<file path="src/rtl/srxls_consts.vh">
// Purpose: constants for the serial receive lane status block
// Assumes: one clock, synchronous active-low reset
// Notes: lane state codes shared by the controller and the top
// Functional notes
// - parser off, lane 3 parallel data output, width equals gear (8 or 16).
// - capture valid rises at sync byte, holds until stop state; equals sync flag.
// - soft build ends capture on stop of any lane; hardened build lane 0 only.
// - with deskew detection on, flag skew calibration burst, bypass or not.
// - with deskew detection on and no bypass, flag calibration done.
// - clock lane termination on at LP-11 to LP-01, off at LP-11 after HS.
// - each data lane has own termination enable, same on/off conditions.
// - drive lane 0 high-speed enable; hardened build uses it for all lanes.
// - output lane 0 contention indicator.
// - output clock lane contention indicator.
// - clock lane state code: 00 idle, 01 LP-11, 10 LP-01, 11 high-speed.
// - data lane 0 state code on separate output, same codes.
// - data lane count 1 to 4; low-power buses and terminations sized to it.
// - width N is lanes times gear, plus 64 or 32 when parser on.
// - byte clock is ref_clk divided by 4 or 8, running only while data lane 0 is in HS.
`ifndef SRXLS_CONSTS_VH
`define SRXLS_CONSTS_VH
`define SRXLS_ST_IDLE 2'h0
`define SRXLS_ST_LP11 2'h1
`define SRXLS_ST_LP01 2'h2
`define SRXLS_ST_HS 2'h3
`define SRXLS_SYNC_BYTE 8'hb8
`define SRXLS_DIV4 4
`define SRXLS_DIV8 8
`define SRXLS_WIDE_PRODUCT 64
`define SRXLS_WIDE_EXTRA 64
`define SRXLS_NARROW_EXTRA 32
`endif

</file>
<file path="src/rtl/srxls_lane_ctrl.v">
// Purpose: low-power state tracker for one lane
// Assumes: lpP/lpN are synchronous to refClk
// Notes: termination follows the LP-01 entry and the stop after HS
`timescale 1ns/1ns
`include "srxls_consts.vh"
module srxls_lane_ctrl
(
  // clock and reset
  input wire ref_clk,
  input wire rst_n,
  // lane levels and high-speed start
  input wire lpP,
  input wire lpN,
  input wire hsStart,
  // status
  output reg [1:0] stateCode_r,
  output reg termEn_r
);
  reg [1:0] stateCode_nxt;
  wire stop = lpP & lpN;
  wire lp01 = ~lpP & lpN;
  // =========================================
  // state stepping
  always @*
  begin
    stateCode_nxt = stateCode_r;
    case (stateCode_r)
      `SRXLS_ST_IDLE: if (stop) stateCode_nxt = `SRXLS_ST_LP11;
      `SRXLS_ST_LP11: if (lp01) stateCode_nxt = `SRXLS_ST_LP01;
      `SRXLS_ST_LP01:
      begin
        if (stop)
          stateCode_nxt = `SRXLS_ST_LP11;
        else if (hsStart || (~lpP & ~lpN))
          stateCode_nxt = `SRXLS_ST_HS;
      end
      `SRXLS_ST_HS: if (stop) stateCode_nxt = `SRXLS_ST_LP11;
      default: stateCode_nxt = `SRXLS_ST_IDLE;
    endcase
  end
  always @(posedge ref_clk)
  begin
    if (!rst_n)
    begin
      stateCode_r <= `SRXLS_ST_IDLE;
      termEn_r <= 1'b0;
    end
    else
    begin
      stateCode_r <= stateCode_nxt;
      // on at LP-11 to LP-01, off at stop after high speed
      if (stateCode_r == `SRXLS_ST_LP11 && lp01)
        termEn_r <= 1'b1;
      else if (stateCode_r == `SRXLS_ST_HS && stop)
        termEn_r <= 1'b0;
    end
  end
endmodule // srxls_lane_ctrl

</file>
<file path="src/rtl/srxls_top.v">
// Purpose: output and status side of a multi-lane serial receiver
// Assumes: all inputs synchronous to ref_clk; byte data arrives on byteValid
// Notes: byte clock is emitted as a divided enable level, not a real clock
`timescale 1ns/1ns
`include "srxls_consts.vh"
module srxls_top
#(
  parameter NUM_LANES = 4,
  parameter RX_GEAR = 8,
  parameter PARSER_ON = 0,
  parameter HARD_PHY = 1,
  parameter LANE_CTRL_BYPASS = 1,
  parameter DESKEW_EN = 0,
  parameter MISC_STATUS_EN = 1,
  parameter BYTE_DIV = 8,
  parameter AGG_W = (PARSER_ON == 0) ? NUM_LANES * RX_GEAR :
    ((NUM_LANES * RX_GEAR == `SRXLS_WIDE_PRODUCT) ?
    NUM_LANES * RX_GEAR + `SRXLS_WIDE_EXTRA : NUM_LANES * RX_GEAR + `SRXLS_NARROW_EXTRA)
)
(
  // clock and reset
  input wire ref_clk,
  input wire rst_n,
  // low-power line levels
  input wire clkLpP,
  input wire clkLpN,
  input wire [NUM_LANES-1:0] dataLpP,
  input wire [NUM_LANES-1:0] dataLpN,
  // received high-speed data
  input wire byteValid,
  input wire [AGG_W-1:0] aggData,
  // contention inputs from the line receivers
  input wire lane0ContentionIn,
  input wire clockLaneContentionIn,
  // skew calibration events
  input wire skewBurstSeen,
  input wire skewCalComplete,
  // data outputs
  output reg [RX_GEAR-1:0] lane3_parallel_data,
  output reg [AGG_W-1:0] aggDataOut,
  output wire capture_valid,
  output reg sync_detected,
  output reg byteClk,
  // skew calibration
  output reg skewCalDetected,
  output reg skewCalDone,
  // miscellaneous status
  output wire termClkEn,
  output wire [NUM_LANES-1:0] termDataEn,
  output wire lane0_high_speed_enable,
  output wire [NUM_LANES-1:0] laneHsEnable,
  output wire lane0_contention_flag,
  output wire clock_lane_contention_flag,
  output wire [1:0] clock_lane_state_code,
  output wire [1:0] data_lane0_state_code
);
  wire [1:0] clkCode;
  wire clkTerm;
  wire [2*NUM_LANES-1:0] laneCodes;
  wire [NUM_LANES-1:0] laneTerm;
  // half of the divide ratio, compared at full width so no bits are dropped
  localparam integer HALF_DIV = BYTE_DIV / 2;
  reg [3:0] divCnt_r;
  reg lane0Cont_r;
  reg clkCont_r;
  wire [RX_GEAR-1:0] lane3Slice;
  wire anyStop;
  wire lane0Stop;
  wire endStop;
  wire syncSeen;
  wire laneHs;
  // =========================================
  // lane controllers
  srxls_lane_ctrl uClk
  (
    .ref_clk(ref_clk),
    .rst_n(rst_n),
    .lpP(clkLpP),
    .lpN(clkLpN),
    .hsStart(1'b0),
    .stateCode_r(clkCode),
    .termEn_r(clkTerm)
  );
  genvar g;
  generate
    for (g = 0; g < NUM_LANES; g = g + 1)
    begin : gLane
      // lane bus sized by lane count
      srxls_lane_ctrl uData
      (
        .ref_clk(ref_clk),
        .rst_n(rst_n),
        .lpP(dataLpP[g]),
        .lpN(dataLpN[g]),
        .hsStart(byteValid),
        .stateCode_r(laneCodes[2*g+1:2*g]),
        .termEn_r(laneTerm[g])
      );
    end
  endgenerate
  // =========================================
  // capture window
  assign anyStop = |(dataLpP & dataLpN);
  assign lane0Stop = dataLpP[0] & dataLpN[0];
  // soft build watches every lane, hardened build only lane 0
  assign endStop = (HARD_PHY != 0) ? lane0Stop : anyStop;
  assign syncSeen = byteValid && (aggData[7:0] == `SRXLS_SYNC_BYTE);
  // lane 3 slice; lanes beyond the count read as zero
  generate
    if (NUM_LANES > 3 && PARSER_ON == 0)
    begin : gL3
      assign lane3Slice = aggData[4*RX_GEAR-1:3*RX_GEAR];
    end
    else
    begin : gNoL3
      assign lane3Slice = {RX_GEAR{1'b0}};
    end
  endgenerate
  always @(posedge ref_clk)
  begin
    if (!rst_n)
    begin
      sync_detected <= 1'b0;
      lane3_parallel_data <= {RX_GEAR{1'b0}};
      aggDataOut <= {AGG_W{1'b0}};
    end
    else
    begin
      if (endStop)
        sync_detected <= 1'b0;
      else if (syncSeen)
        sync_detected <= 1'b1;
      if (byteValid)
      begin
        lane3_parallel_data <= lane3Slice;
        aggDataOut <= aggData;
      end
    end
  end
  // same flag seen as a data qualifier
  assign capture_valid = sync_detected;
  // =========================================
  // byte clock: divided, only in high speed
  assign laneHs = (laneCodes[1:0] == `SRXLS_ST_HS);
  always @(posedge ref_clk)
  begin
    if (!rst_n)
    begin
      divCnt_r <= 4'h0;
      byteClk <= 1'b0;
    end
    else if (!laneHs)
    begin
      divCnt_r <= 4'h0;
      byteClk <= 1'b0;
    end
    else
    begin
      // toggle every half period of the divide ratio
      if ({28'h0, divCnt_r} == HALF_DIV - 1)
      begin
        divCnt_r <= 4'h0;
        byteClk <= ~byteClk;
      end
      else
        divCnt_r <= divCnt_r + 4'h1;
    end
  end
  // =========================================
  // skew calibration
  always @(posedge ref_clk)
  begin
    if (!rst_n)
    begin
      skewCalDetected <= 1'b0;
      skewCalDone <= 1'b0;
    end
    else
    begin
      if (DESKEW_EN != 0 && skewBurstSeen)
        skewCalDetected <= 1'b1;
      else if (endStop)
        skewCalDetected <= 1'b0;
      // done is only reported with deskew detection on and the lane control bypass off
      if (DESKEW_EN != 0 && LANE_CTRL_BYPASS == 0 && skewCalComplete)
        skewCalDone <= 1'b1;
      else if (endStop)
        skewCalDone <= 1'b0;
    end
  end
  // =========================================
  // miscellaneous status, tied low when the option is off
  always @(posedge ref_clk)
  begin
    if (!rst_n)
    begin
      lane0Cont_r <= 1'b0;
      clkCont_r <= 1'b0;
    end
    else
    begin
      lane0Cont_r <= lane0ContentionIn;
      clkCont_r <= clockLaneContentionIn;
    end
  end
  generate
    if (MISC_STATUS_EN != 0)
    begin : gMisc
      assign termClkEn = clkTerm;
      assign termDataEn = laneTerm;
      assign lane0_high_speed_enable = laneHs;
      // hardened build drives all lanes from lane 0
      assign laneHsEnable = (HARD_PHY != 0) ? {NUM_LANES{laneHs}} :
        laneTerm;
      assign lane0_contention_flag = lane0Cont_r;
      assign clock_lane_contention_flag = clkCont_r;
      assign clock_lane_state_code = clkCode;
      assign data_lane0_state_code = laneCodes[1:0];
    end
    else
    begin : gNoMisc
      assign termClkEn = 1'b0;
      assign termDataEn = {NUM_LANES{1'b0}};
      assign lane0_high_speed_enable = 1'b0;
      assign laneHsEnable = {NUM_LANES{1'b0}};
      assign lane0_contention_flag = 1'b0;
      assign clock_lane_contention_flag = 1'b0;
      assign clock_lane_state_code = `SRXLS_ST_IDLE;
      assign data_lane0_state_code = `SRXLS_ST_IDLE;
    end
  endgenerate
endmodule // srxls_top

</file>
<file path="config.mk">
export PLATFORM = sky130hd
export DESIGN_NAME = srxls_top
export DESIGN_NICKNAME = d
export VERILOG_FILES = /design/src/rtl/srxls_lane_ctrl.v /design/src/rtl/srxls_top.v
export VERILOG_INCLUDE_DIRS = /design/src /design/src/rtl
export SDC_FILE = /design/constraint.sdc
export NUM_CORES = 1
export LEC_CHECK = 0
export ABC_CLOCK_PERIOD_IN_PS = 3700
export BUFFER_PORTS_ARGS = -buffer_cell sky130_fd_sc_hd__buf_4
export CAP_MARGIN = 40
export CORE_MARGIN = 2
export CORE_UTILIZATION = 52
export DETAILED_ROUTE_END_ITERATION = 10
export GPL_ROUTABILITY_DRIVEN = 0
export HOLD_SLACK_MARGIN = 0.06
export PLACE_DENSITY = 0.85
export SLEW_MARGIN = 20
export SYNTH_ARGS = -nofsm -noshare
export SYNTH_HDL_FRONTEND = slang
export SYNTH_HIERARCHICAL = 1
export SYNTH_SLANG_ARGS = --single-unit
</file>
<file path="constraint.sdc">
create_clock -name ref_clk -period 3.7 [get_ports ref_clk]
set_input_delay 0.555 -clock ref_clk [delete_from_list [all_inputs] [get_ports ref_clk]]
set_output_delay 0.555 -clock ref_clk [all_outputs]
set_load 0.03 [all_outputs]
</file>
### Word-level counts from Yosys, hierarchy flattened

Cells that the tools add are included.

* $add $sub $neg: 1
* reduce and logical (&&, ||, !) cells: 38
* eq/ne operators: 32
* bitwise operators: 28
* multiplexer cells: 35

Operators by type and width (number)
* 2-bit 2-to-1 mux: 20
* 2-bit case mux with 3 select lines: 5
* 2-bit equality test, second input constant: 10
* 2-bit by 1-bit inequality test with 1-bit output, second input constant: 10
* 1-bit AND: 15
* 3-bit by 1-bit inequality test with 1-bit output, second input constant: 5
* 3-bit AND reduction: 5
* 1-bit NOT: 13
* 2-bit OR reduction: 6
* 1-bit logical AND: 11
* 2-bit by 1-bit equality test with 1-bit output, second input constant: 5
* 2-bit zero test: 5
* 1-bit 2-to-1 mux: 10
* 2-bit nonzero test: 5
* 8-bit equality test, second input constant: 1
* 4-bit by 1-bit adder with 4-bit output, second input constant: 1
* 4-bit by 2-bit equality test with 1-bit output, second input constant: 1
* 1-bit logical OR: 4
* 3-bit OR reduction: 1
* 2-bit AND reduction: 1

* output and inout port bits: 61
* bits in registers: 63
* input bits: 49
* word-level logic and storage cells: 151

### Depth between registers and ports, before layout

* depth in word-level cells: 6
* gate-level depth with buffers: 5
* mapped depth without buffers: 5

### Modules after synthesis

Netlist, hierarchy kept.

Modules (own cells, without submodules)
* srxls_top: cells an instance 150, seq. area each 800.8 µm², area an instance 1646.6 µm², instances 1
* srxls_lane_ctrl: cells an instance 27, seq. area each 60.1 µm², area an instance 222.7 µm², instances 5

### Least setup slack after synthesis

No wires, ideal clock.

* kind: reg-to-output
* start point: register gLane[0].uData.stateCode_r[0]
* end point: output port laneHsEnable[0]
* data required time: 3.145 ns
* stages on the path, launching flop included: 3
* slack: 1.900 ns
* path buffers: 1
* arrival: 1.245 ns
* path through: dfxtp_1 > and2_1 > buf_4

* word-level cells in the longest chain between the ends: 1

RTL lines
* start: declaration: line srxls_lane_ctrl.v:16 `output reg [1:0] stateCode_r,`
* start signal: assignment: line srxls_lane_ctrl.v:45 `` stateCode_r <= `SRXLS_ST_IDLE; ``
* start signal: assignment: line srxls_lane_ctrl.v:50 `stateCode_r <= stateCode_nxt;`
* 2-bit equality test (no source line)
* end: declaration: line srxls_top.v:51 `output wire [NUM_LANES-1:0] laneHsEnable,`

No other way between the ends.

### Worst setup path in the final report

* start point: register gLane[0].uData.stateCode_r[1]
* end point: output port laneHsEnable[2]

Same word-level chain as after synthesis.

==> flow_summary.toml <==
[timing]
setup_tns_ps = 0
worst_slack_ps = 1960
rsz0062_at_grt = "no"
fmax_mhz = 573
slew_headroom_pct = 59.2
final_hold_viol_count = 0
slew_violations = 0
fin_skew_ps = 3.40
worst_slew_pin_slew_ps = 612
fin_crit_sh_pct = 47.2
setup_viol = 0
min_period_ps = 1740

[route]
vias = 2150
post_drt_wl_per_cell_um = 12.2
post-route-drc-count = 0
drtIter0Drc = 74
post_drt_via_cell_ratio = 4.80
finalWirelength_mm = 5.48
dr.pass1.iters = 4
antenna_left = 0

[min_path]
worstHoldPathType = "flip-flop to flip-flop"

[clock_network]
cts_hold_buffers = 0
cts-resized-gates = 0
cts_sinks = 55
h-tree-depth = 2
cts_setup_buffers = 0
cts_tree = "yes"
clockBufferDepth = 2
cts-root-buf = "clkbuf_8"
cts.clk_slew.worst_paths_ps = 90
insertion_delay_ps = 300
cts_made_buffers = 5

[final_layout]
final_cell_area_um2 = 3560
fill_cells = 421
multi_input_area_um2 = 1440
drive_gt1_share_pct = 33.3
syn_to_final_growth_pct = 29.1
diodes = 0
regArea_um2 = 1100
final_nets = 442

[global_route]
track_usage_pct = 19.3
grt_pass1_vias = 2074
grt_overflow_total = 0
grt_pass1_wl_mm = 9.38
antenna_found_initial = 0
grt_max_degree = 62

[power_and_ir_drop]
vdd_drop_max_mv = 0.336
internal_power_mw = 1.12
seqPwrFrac_pct = 41.8
clockPowerShare_pct = 18.3
power_mw = 1.76
powerDensity_nw_per_um2 = 493
switching_share_pct = 36.3
switching_power_uw = 638
p_comb_share_pct = 39.9
leakagePower_nw = 1.75

[yosys]
syn_area_um2 = 2760
synth-main-ff-cell = "dfxtp_1"
syn_inst = 285
synth-edff-count = 0
synth-seq-area-share_pct = 39.9
ys_ff_latch = 55
yosys.cell_types.count = 29
yosys_warnings = 6
async_reset_ff_share_pct = 0
synth.avg_cell_area_um2 = 9.68

[floorplan]
ios = 110
initial_core_util_pct = 54.0
fp.dieH_um = 76.9
design.die.area_um2 = 5910
rows = 26
coreArea_um2 = 5110
die_w_um = 76.9

[setup_path]
cp.arrival_ps = 1190
setup.worst_path.end_class = "output pin"
cp_num_buf_inv = 1
worstPathCellList = "and2_1 -> buf_4"
crit_fanout = 7
crit_family = "flip-flops"
start_kind = "flip-flop"
max_stage_delay_ps = 460
criticalPathCategory = "flip-flop to output pin"
crit_required_ps = 3140
crit_slowest_cell = "dfxtp_1"

[placement]
port_buffers = 105
place_area_um2 = 3480
hpwl_mm = 3.98
place_ws_ps = 1850

[run_status]
status = "finished, final reports clean"

[job]
drv_cap = 0
==> path summary, 6_finish.rpt <==
| kind | from | end | slack, ps | cells past startpoint |
|---|---|---|---|---|
| max reg2reg | gLane[0].uData/stateCode_r[1] | gLane[0].uData/stateCode_r[0] | 2250 | 5 |
| max | gLane[0].uData/stateCode_r[1] | laneHsEnable[2] | 1960 | 2 |
| min | divCnt_r[0] | divCnt_r[0] | 450 | 1 |
| min reg2reg | divCnt_r[0] | divCnt_r[0] | 450 | 1 |
==> worst reg2reg max path, delay by kind of cell (launching register included) <==
family	cells	cell delay, ps
flops	1	460
simple gates	2	430
buf+inv	1	70
fa+ha+maj	1	260
mux	1	130
==> registers in the layout, summed over array words and instances (netlist names) <==
name                        count
aggDataOut                     24
uClk/termEn_r                   1
lane0_contention_flag           1
uClk/stateCode_r                2
byteClk                         1
capture_valid                   1
divCnt_r                        4
clock_lane_contention_flag      1
lane3_parallel_data             8
gLane.uData/termEn_r            4
gLane.uData/stateCode_r         8
==> power by group through the flow <==
stage | Sequential (mW) | Clock, mW | Combinational (mW)
after detailed placement | 0.747 | 0 | 0.704
after CTS | 0.734 | 0.338 | 0.708
after global placement | 0.744 | 0 | 0.679
after global routing | 0.749 | 0.362 | 0.767
final | 0.734 | 0.322 | 0.702
after floorplan | 0.828 | 0 | 0.430
==> synthesized netlist by cell type (2+ instances only) <==
master / n / area share, %
a21oi_1: 5 / 0.91
nor3_2: 5 / 1.8
a21o_1: 5 / 1.4
clkbuf_1: 3 / 0.41
ha_1: 16 / 7.3
xnor2_1: 2 / 0.63
nor4_1: 5 / 1.1
and2_1: 8 / 1.8
buf_4: 16 / 4.4
o21ai_0: 5 / 0.91
nor2_1: 10 / 1.4
nand2b_1: 10 / 2.3
mux2i_1: 42 / 15
inv_1: 16 / 2.2
nor2b_1: 32 / 7.3
dfxtp_1: 55 / 40
nand2_1: 32 / 4.4
buf_6: 3 / 1.2
a221oi_2: 5 / 2.7
==> area by class of cell <==
class	instances	area share (%)
tap	70	2.46
inverter	16	1.69
clock buffer	6	2.04
timing repair buffer	105	22.1
sequential	55	30.9
clock inverter	2	0.351
multi-input combinational	194	40.4
==> cells in the final DEF (no fill, tap or decap), types with 8 or more instances in the layout <==
cell      count
nand2b_1     10
and2_1        8
buf_4       105
nor2_1       10
inv_1        16
nand2_1      32
nor2b_1      32
dfxtp_1      55
mux2i_1      42
ha_1         16
==> layer usage <==
layer | part of all wire, % | track usage [%]
met1 | 46 | 23.9
met2 | 48 | 33.6
met3 | 5.4 | 3.18
met4 | 0.44 | 6.91
met5 | 0 | 0
==> cells by family after synthesis <==
| family | share of synthesized area, % |
|---|---|
| AOI/OAI and AO/OA | 6.21 |
| xor gates and xnor gates | 0.952 |
| adders and majority gates | 7.25 |
| buffers and inverters | 8.16 |
| DFF | 39.9 |
| muxes | 15.2 |
| other | 0.136 |
| and+or+nand+nor | 22.2 |
==> metrics by stage <==
step | hold WS [ps] | std cells | utilization, %
2_1_floorplan | 417 | 287 | -
3_3_place_gp | 428 | 440 | 68.1
3_5_place_dp | 437 | 440 | 68.1
4_1_cts | 439 | 448 | 69.8
5_1_grt | 444 | 448 | 69.8
6_report | 448 | 448 | 69.8
No activity file was read; power rests on OpenSTA's default activity.
